$ cat src/design/xpd_pkg.sv
// Purpose: shared constants and types for the extension-bus enable decoder
// Assumes: 24-bit cpu addresses, AHB-Lite register access with 32-bit data
// Notes:   window table index order matches the enable bit order
package xpd_pkg;

   // ==========================================================
   // register map (byte addresses inside the slave)
   localparam logic [15:0] XPD_OFS_ENABLE = 16'hF024;
   localparam logic [15:0] XPD_OFS_CONFIG = 16'hF028;
   localparam logic [15:0] XPD_OFS_STATUS = 16'hF02C;

   localparam int          XPD_NPER       = 11;
   localparam logic [10:0] XPD_ENABLE_RST = 11'h005;
   localparam logic [10:0] XPD_SHARED_MSK = 11'h7D3;

   // enable bit positions
   localparam int XPD_B_CAN1  = 0;
   localparam int XPD_B_CAN2  = 1;
   localparam int XPD_B_XRAM1 = 2;
   localparam int XPD_B_XRAM2 = 3;
   localparam int XPD_B_RTC   = 4;
   localparam int XPD_B_FLASH = 5;
   localparam int XPD_B_PWM   = 6;
   localparam int XPD_B_ASC   = 7;
   localparam int XPD_B_SSC   = 8;
   localparam int XPD_B_I2C   = 9;
   localparam int XPD_B_MISC  = 10;
   localparam int XPD_W_SHARE = 11;
   localparam int XPD_W_SEG8  = 12;
   localparam int XPD_NWIN    = 13;

   // config and status field positions
   localparam int XPD_CFG_GLOBAL = 0;
   localparam int XPD_ST_LOCK    = 0;
   localparam int XPD_ST_STRAP   = 1;
   localparam int XPD_ST_EMU     = 2;
   localparam int XPD_ST_SEG8    = 4;
   localparam int XPD_ST_EFF     = 16;

   // segment 8 map codes
   localparam logic [1:0] XPD_S8_EXT  = 2'h0;
   localparam logic [1:0] XPD_S8_IFL  = 2'h1;
   localparam logic [1:0] XPD_S8_RSV  = 2'h2;

   // strap capture delay after reset release, covers the synchroniser
   localparam logic [1:0] XPD_STRAP_WAIT = 2'h3;

   // ==========================================================
   // address windows, index = enable bit, then shared window and segment 8
   localparam logic [12:0][23:0] XPD_WIN_LO = {
      24'h080000, 24'h00E800, 24'h00EB00, 24'h00EA00, 24'h00E800,
      24'h00E900, 24'h00EC00, 24'h090000, 24'h00ED00, 24'h0F0000,
      24'h00E000, 24'h00EC00, 24'h00EC00};
   localparam logic [12:0][23:0] XPD_WIN_HI = {
      24'h08FFFF, 24'h00EFFF, 24'h00EBFF, 24'h00EAFF, 24'h00E8FF,
      24'h00E9FF, 24'h00ECFF, 24'h0EFFFF, 24'h00EDFF, 24'h0FFFFF,
      24'h00E7FF, 24'h00EFFF, 24'h00EFFF};

   // ==========================================================
   // carriers
   typedef enum logic [2:0] {
      XPD_RT_NONE,
      XPD_RT_ONCHIP,
      XPD_RT_EXTERNAL,
      XPD_RT_RESERVED,
      XPD_RT_IFLASH
   } xpd_route_t;

   typedef struct packed {
      logic        valid;
      logic [23:0] addr;
   } xpd_cpu_req_t;

   typedef struct packed {
      logic        valid;
      xpd_route_t  route;
      logic [10:0] target;
      logic        emu;
   } xpd_route_res_t;

endpackage

$ cat src/design/xpd_window.sv
// Purpose: inclusive address range compare for one decode window
// Assumes: bounds are constants, lo not above hi
// Notes:   purely combinational, instanced once per window
`timescale 1ns/10ps
module xpd_window #(
   parameter logic [23:0] LO = 24'h000000,
   parameter logic [23:0] HI = 24'h000000
) (
   input  wire logic [23:0] addr,   // cpu address
   output logic             hit     // address inside window
);
   // ==========================================================
   // compare
   assign hit = (addr >= LO) && (addr <= HI);
endmodule

$ cat src/design/xpd_decoder.sv
// Purpose: extension peripheral enable register and cpu address routing
// Assumes: cpu request from the same clock, strap and emulation pins async
// Notes:   route result is registered, one cycle behind the request
//
// Summary of operation
// - first CAN off blocks it, shared fallthrough
// - second CAN off blocks it, shared fallthrough
// - small RAM off routes range external
// - large RAM off, external only if flash off
// - clock module off blocks it, shared fallthrough
// - extension PWM off blocks it, shared fallthrough
// - flash off, external only if large RAM off
// - async serial off blocks it, shared fallthrough
// - sync serial off blocks it, shared fallthrough
// - two-wire off blocks it, shared fallthrough
// - misc features off blocks them, shared fallthrough
// - all shared disabled sends window external
// - disabled peripheral pins released to gpio
// - reset enables first CAN and small RAM
// - enable register frozen after global enable
// - emulation forces every enable on
// - segment 8 from strap, global, RAM, flash
`timescale 1ns/10ps
module xpd_decoder
   import xpd_pkg::*;
(
   input  wire logic             hclk,             // system clock
   input  wire logic             hresetn,          // async reset, active low
   input  wire logic             hsel,             // slave select
   input  wire logic [31:0]      haddr,            // byte address
   input  wire logic [1:0]       htrans,           // transfer type
   input  wire logic             hwrite,           // write when high
   input  wire logic [2:0]       hsize,            // transfer size
   input  wire logic [31:0]      hwdata,           // write data
   input  wire logic             hready,           // bus ready
   output logic                  hreadyout,        // slave ready
   output logic                  hresp,            // always okay
   output logic [31:0]           hrdata,           // read data
   input  wire xpd_pkg::xpd_cpu_req_t   cpu_req,   // cpu access
   output xpd_pkg::xpd_route_res_t      route,     // routing decision
   input  wire logic             ext_access_pin,   // external access strap
   input  wire logic             emulation_pin,    // emulation mode level
   output logic [10:0]           periph_enable,    // effective enables
   output logic [10:0]           gpio_release      // pins free for gpio
);
   import xpd_pkg::*;

   // ==========================================================
   // state
   logic [10:0]    enable_q;
   logic           global_q;
   logic           ea_s1_q, ea_s2_q, emu_s1_q, emu_s2_q;
   logic           strap_q, strap_done_q;
   logic [1:0]     strap_cnt_q;
   logic           wr_pend_q, rd_pend_q;
   logic [15:0]    bus_addr_q;
   logic           hreadyout_q;
   logic [31:0]    hrdata_q;
   xpd_route_res_t route_q;
   logic [10:0]    periph_enable_q, gpio_release_q;
   logic           rst_seen_q;

   // ==========================================================
   // bus decode
   wire         addr_phase = hsel && htrans[1] && hready;
   wire [15:0]  phase_addr = haddr[15:0];
   wire         sel_enable = (bus_addr_q == XPD_OFS_ENABLE);
   wire         sel_config = (bus_addr_q == XPD_OFS_CONFIG);
   wire         sel_status = (bus_addr_q == XPD_OFS_STATUS);

   // ==========================================================
   // effective enables and window hits
   logic [12:0] hit;
   wire [10:0] en        = emu_s2_q ? {XPD_NPER{1'b1}} : enable_q;
   wire        shared_on = |(en & XPD_SHARED_MSK);

   genvar gi;
   generate
      for (gi = 0; gi < XPD_NWIN; gi++) begin : g_win
         xpd_window #(
            .LO (XPD_WIN_LO[gi]),
            .HI (XPD_WIN_HI[gi])
         ) u_win (
            .addr (cpu_req.addr),
            .hit  (hit[gi])
         );
      end
   endgenerate

   // ==========================================================
   // segment 8 map
   // strap global memories
   wire [1:0] seg8_map = strap_q   ? XPD_S8_IFL :
                         !global_q ? XPD_S8_EXT :
                         (!en[XPD_B_XRAM2] && !en[XPD_B_FLASH]) ? XPD_S8_EXT :
                         XPD_S8_RSV;

   // ==========================================================
   // route decision, same cycle as the address
   // combinational decode
   xpd_route_t rt;
   always_comb begin
      rt = XPD_RT_NONE;
      if (hit[XPD_B_XRAM1]) begin
         rt = en[XPD_B_XRAM1] ? XPD_RT_ONCHIP : XPD_RT_EXTERNAL;
      end else if (hit[XPD_W_SHARE]) begin
         rt = shared_on ? XPD_RT_ONCHIP : XPD_RT_EXTERNAL;
      end else if (hit[XPD_B_XRAM2] || hit[XPD_B_FLASH]) begin
         if ((hit[XPD_B_XRAM2] && en[XPD_B_XRAM2]) ||
             (hit[XPD_B_FLASH] && en[XPD_B_FLASH])) begin
            rt = XPD_RT_ONCHIP;
         end else if (!en[XPD_B_XRAM2] && !en[XPD_B_FLASH]) begin
            rt = XPD_RT_EXTERNAL;
         end else begin
            rt = XPD_RT_RESERVED;
         end
      end else if (hit[XPD_W_SEG8]) begin
         case (seg8_map)
            XPD_S8_IFL: rt = XPD_RT_IFLASH;
            XPD_S8_EXT: rt = XPD_RT_EXTERNAL;
            default:    rt = XPD_RT_RESERVED;
         endcase
      end
   end

   wire [10:0] target = (rt == XPD_RT_ONCHIP) ? (hit[10:0] & en) : 11'h000;

   // ==========================================================
   // pin synchronisers, first stage feeds only the second
   always_ff @(posedge hclk or negedge hresetn) begin
      if (!hresetn) begin
         ea_s1_q  <= 1'b0;
         ea_s2_q  <= 1'b0;
         emu_s1_q <= 1'b0;
         emu_s2_q <= 1'b0;
      end else begin
         ea_s1_q  <= ext_access_pin;
         ea_s2_q  <= ea_s1_q;
         emu_s1_q <= emulation_pin;
         emu_s2_q <= emu_s1_q;
      end
   end

   // strap caught once after release, once the synchroniser is full
   always_ff @(posedge hclk or negedge hresetn) begin
      if (!hresetn) begin
         strap_cnt_q  <= 2'h0;
         strap_done_q <= 1'b0;
         strap_q      <= 1'b0;
      end else if (!strap_done_q) begin
         strap_cnt_q <= strap_cnt_q + 2'h1;
         if (strap_cnt_q == XPD_STRAP_WAIT) begin
            strap_done_q <= 1'b1;
            strap_q      <= ea_s2_q;
         end
      end
   end

   // ==========================================================
   // bus phases: writes zero wait, reads one wait state
   always_ff @(posedge hclk or negedge hresetn) begin
      if (!hresetn) begin
         wr_pend_q   <= 1'b0;
         rd_pend_q   <= 1'b0;
         bus_addr_q  <= 16'h0000;
         hreadyout_q <= 1'b1;
      end else begin
         wr_pend_q   <= addr_phase && hwrite;
         rd_pend_q   <= addr_phase && !hwrite;
         hreadyout_q <= !(addr_phase && !hwrite);
         if (addr_phase) begin
            bus_addr_q <= phase_addr;
         end
      end
   end

   // read mux, reserved bits read zero, unmapped reads zero
   wire [31:0] status_word = ({21'h000000, en} << XPD_ST_EFF)
                           | ({30'h00000000, seg8_map} << XPD_ST_SEG8)
                           | ({31'h00000000, emu_s2_q} << XPD_ST_EMU)
                           | ({31'h00000000, strap_q} << XPD_ST_STRAP)
                           | ({31'h00000000, global_q} << XPD_ST_LOCK);
   wire [31:0] rd_word = sel_enable ? {21'h000000, enable_q} :
                         sel_config ? ({31'h00000000, global_q} << XPD_CFG_GLOBAL) :
                         sel_status ? status_word : 32'h00000000;

   always_ff @(posedge hclk or negedge hresetn) begin
      if (!hresetn) begin
         hrdata_q <= 32'h00000000;
      end else if (rd_pend_q) begin
         hrdata_q <= rd_word;
      end
   end

   // ==========================================================
   // enable register and global enable
   // global enable is set only; clearing needs a reset, which keeps the lock honest
   always_ff @(posedge hclk or negedge hresetn) begin
      if (!hresetn) begin
         enable_q <= XPD_ENABLE_RST;
         global_q <= 1'b0;
      end else if (wr_pend_q) begin
         if (sel_enable && !global_q) begin
            enable_q <= hwdata[10:0];
         end
         if (sel_config && hwdata[XPD_CFG_GLOBAL]) begin
            global_q <= 1'b1;
         end
      end
   end

   // ==========================================================
   // registered outputs
   always_ff @(posedge hclk or negedge hresetn) begin
      if (!hresetn) begin
         route_q         <= '{valid: 1'b0, route: XPD_RT_NONE, target: 11'h000, emu: 1'b0};
         periph_enable_q <= XPD_ENABLE_RST;
         gpio_release_q  <= ~XPD_ENABLE_RST;
         rst_seen_q      <= 1'b0;
      end else begin
         route_q.valid   <= cpu_req.valid;
         route_q.route   <= cpu_req.valid ? rt : XPD_RT_NONE;
         route_q.target  <= cpu_req.valid ? target : 11'h000;
         route_q.emu     <= emu_s2_q;
         periph_enable_q <= en;
         gpio_release_q  <= ~en;
         rst_seen_q      <= 1'b1;
      end
   end

   assign hreadyout     = hreadyout_q;
   assign hresp         = 1'b0;
   assign hrdata        = hrdata_q;
   assign route         = route_q;
   assign periph_enable = periph_enable_q;
   assign gpio_release  = gpio_release_q;
endmodule

$ cat config.mk
export PLATFORM = sky130hd
export DESIGN_NAME = xpd_decoder
export DESIGN_NICKNAME = d
export VERILOG_FILES = /design/src/design/xpd_pkg.sv /design/src/design/xpd_window.sv /design/src/design/xpd_decoder.sv
export SDC_FILE = /design/constraint.sdc
export NUM_CORES = 1
export LEC_CHECK = 0
export CAP_MARGIN = 20
export CORE_UTILIZATION = 50
export CTS_BUF_LIST = sky130_fd_sc_hd__clkbuf_4 sky130_fd_sc_hd__clkbuf_8 sky130_fd_sc_hd__clkbuf_16
export DETAILED_ROUTE_END_ITERATION = 16
export DONT_BUFFER_PORTS = 1
export GPL_TIMING_DRIVEN = 0
export PLACE_DENSITY = 0.75
export SLEW_MARGIN = 20
export SYNTH_ARGS = -nofsm -noshare
export SYNTH_HDL_FRONTEND = slang
export SYNTH_SLANG_ARGS = --single-unit
$ cat constraint.sdc
create_clock -name hclk -period 2.1 [get_ports hclk]
set_input_delay 0 -clock hclk [delete_from_list [all_inputs] [get_ports hclk]]
set_output_delay 0 -clock hclk [all_outputs]
set_load 0.05 [all_outputs]
==> metrics.md <==
| Metric | Value |
|---|---|
| Status | `complete, but fails checks` |
| Failing checks | `hold timing` |
| Ports | `173` |
| Sequential share of power | `58.8%` |
| First-pass GRT wire length | `approximately 13000 µm` |
| # rows | `31` |
| Class of the worst hold path | `in2async` |
| Fin cells | `roughly 450` |
| Via-to-Cell Ratio | `~5.4` |
| Final net count | `about 440` |
| Avg Inst Size Synth | `roughly 14 µm²` |
| Leakage power | `approximately 2.1 nW` |
| PD cells | `about 790 mW/mm²` |
| Worst-skew pair later-pin latency | `~360 ps` |
| Vias in the first global route | `roughly 2600` |
| Placed insts | `385` |
| Max Transition Viols Final | `0` |
| Port bufs | `0` |
| # DRC | `0` |
| Initial DRC Count | `~80` |
| Switching Share | `28.09%` |
| Setup violations, final | `0` |
| Gr ovfl total | `0` |
| Hold_ws | `-686.2 ps` |
| TritonCTS clock tree | `built` |
| Placed cell areas | `about 0.0040 mm²` |
| Total negative slack | `0 ps` |
| Antenna Cells | `0` |
| Root buffer cell | `clkbuf_8` |
| Slew @ Worst Pin | `643.0 ps` |
| Internal power | `2.660 mW` |
| Sequential element share of the synthesized area | `~64%` |
| Max VDD drop | `slightly below 500 µV` |
| Max-slew headroom | `a little under three fifths` |
| Initial antenna violation count | `0` |
| Routed len/inst | `about 18 µm` |
| Ys Warns | `0` |
| Initial DRT Pass Iterations | `4` |
| CORE AREA | `roughly 0.0074 mm²` |
| Fillcell total | `around 550` |
| Horiz. Die Dim | `90.06 µm` |
| # Post-CTS Setup Buffers | `0` |
| Post-route minimum period | `2006 ps` |
| Synth cell types | `52` |
| Period utilization | `between 90% and 100%` |
| Cell depth of the worst flop-to-flop path | `5` |
| Synth Cell Area | `approximately 0.0039 mm²` |
| Flops & latches, synth | `approximately 100` |
| Routed Wire Length | `around 8000 µm` |
| Die area | `0.008111 mm²` |
| Vias | `~2400` |
| Worst-path fanout max | `10` |
| Clock Pin Slew Worst Setup and Hold Paths | `110 ps` |
| ANT nets after route | `0` |
| Critical path class | `reg2reg` |
| Number of hold violations in the final report | `a little under 100` |
| Clock Skew | `between 10 and 15 ps` |
| CTS Buf Count | `9` |
| Clock sinks | `99` |
| RSZ-0062 raised after global routing | `false` |
| Arrival time of the worst setup path | `~2300 ps` |
| DP HPWL | `around 5500 µm` |
| Critical Path RT | `between 2000 and 2500 ps` |
| Sw Pwr | `1.039 mW` |
| # H-tree levels | `3` |
| Max Cap Violations | `0` |
| Starting Density | `between 50 and 60%` |
| Final Wtd Congestion | `0.8208` |
| Die Y | `approximately 90 µm` |
| Comb power frac | `under 10%` |
| Clk pwr share | `approximately 33%` |
| Core Util, Final | `between 60% and 70%` |
| Area grow syn2layout | `21.20%` |
| Fmax | `498.5 MHz` |
| Hold buffers post-CTS | `45` |
| Clock tree buffer depth | `2` |
| EDFF count, synth | `0` |
| Pin count of the biggest net entering global routing | `100` |
| Main synth FF type | `dfrtp_1` |
| Design area | `roughly 0.0047 mm²` |
| Critical path launch point type | `flop` |
| Synth async-reset ratio | `100.0%` |
| Fraction of layout cells with a size suffix above 1 | `around a quarter` |
| All-Layer GR Usage | `approximately a fifth` |
| Crit. End Element | `flop` |
| Mapped Cells | `276` |
synth_stat cells, types with 3 or more instances:
library cell,n,area share [%]
a22o_1,6,1.4
buf_4,11,2.1
clkbuf_1,6,0.58
dfrtp_1,85,55
dfstp_2,14,9.5
inv_1,17,1.6
mux2_2,19,5.5
mux2_4,10,3.9
mux2i_1,3,0.77
nand2_1,8,0.77
nand3_1,4,0.52
nand3b_1,4,0.77
nor2_1,17,1.6
nor3_1,3,0.39
nor4_1,8,1.3
o21ai_0,3,0.39
o2bb2ai_1,15,3.4
repair_timing:
item / in CTS / in global routing
gates resized for setup: 0 / 4
endpoints found under the hold margin: 147 / 99
setup endpoints to repair: 0 / 12
cells in the final DEF (no fill, tap or decap), types with 2 or more instances in the layout:
cell type / instances
or4_4: 2
mux2_4: 10
dfstp_2: 14
mux2_2: 19
o21ai_0: 3
nor2_1: 16
clkinv_4: 2
buf_4: 11
nand3_1: 4
dfrtp_1: 85
nor3_1: 3
inv_1: 17
nor4_2: 2
conb_1: 11
mux2i_1: 3
nand3b_1: 4
a21oi_1: 2
nand2b_1: 2
a21o_1: 2
o2bb2ai_1: 15
dlygate4sd3_1: 45
nor3b_1: 2
or3_1: 2
o31ai_1: 2
clkbuf_8: 9
nand2_1: 8
a22o_1: 6
clkbuf_1: 5
inv_8: 3
and3_1: 2
nor4_1: 7
worst paths after layout:
check                                           from                          to  slack, ps
hold reg to reg                   emu_s1_q$_DFF_PN0_          emu_s2_q$_DFF_PN0_        360
setup reg to reg           bus_addr_q[1]$_DFFE_PN0P_     enable_q[3]$_DFFE_PN0P_         90
setup / recovery           bus_addr_q[1]$_DFFE_PN0P_     enable_q[3]$_DFFE_PN0P_         90
max in group asynchronous                    hresetn     enable_q[2]$_DFFE_PN1P_       2540
min in group hclk                        cpu_req[23]          route[3]$_DFF_PN0_         20
hold / removal                               hresetn  periph_enable[9]$_DFF_PN0_       -690
metrics by stage:
stage	worst slack, ps	total power [mW]
final	94.02	3.699
after detailed placement	99.51	2.470
after global placement	148.8	2.453
after floorplan	235.4	2.417
after global routing	23.55	3.850
after CTS	36.93	3.736
cell families after synthesis:
family	after synthesis	synth area share, %
other	1	0.09671
adders and majority gates	1	0.3226
buffers and inverters	36	4.776
muxes	32	10.16
DFF	99	64.34
AOI/OAI and AO/OA	38	8.035
and+or+nand+nor	68	12.04
xor gates and xnor gates	1	0.2259
routing by layer:
layer  track usage, %  share of wire (%)  vias up
met5                0                  0        -
met4            6.452                1.2        0
met3            6.768                7.4        9
met2            36.45                 50      101
met1            25.07                 41     1208
li1                 -                  -     1093
state kept, by name, summed over array words and instances (netlist names), 2 cells and up:
| signal | cells |
|---|---|
| bus_addr_q | 16 |
| enable_q | 11 |
| gpio_release | 11 |
| hrdata | 22 |
| periph_enable | 11 |
| route | 16 |
| strap_cnt_q | 2 |
critical path, stage by stage (launching register included):
cell and delay, ps:
dfrtp_1 390, or4_4 570, nor4b_4 300, nand3_2 140
buf_6 190, mux2_4 300
area by class of cell:
cell class | instances | area, µm² | area share (%)
flip-flops and latches | 99 | 2495 | 53.09
multi-input cells | 151 | 1244 | 26.46
repair buffers | 45 | 450.4 | 9.585
clock buffers | 9 | 123.9 | 2.636
well taps | 99 | 123.9 | 2.636
plain buffers | 19 | 122.6 | 2.609
clock inverters | 7 | 76.32 | 1.624
inverters | 17 | 63.81 | 1.358
power groups by stage:
stage / combinational, mW / sequential (mW) / clock, mW
floorplan: 0.226 / 2.19 / 0
global placement: 0.246 / 2.21 / 0
detailed placement: 0.255 / 2.21 / 0
CTS: 0.317 / 2.18 / 1.24
global route: 0.344 / 2.19 / 1.32
finish: 0.320 / 2.18 / 1.20
(Power assumes the default switching activity.)
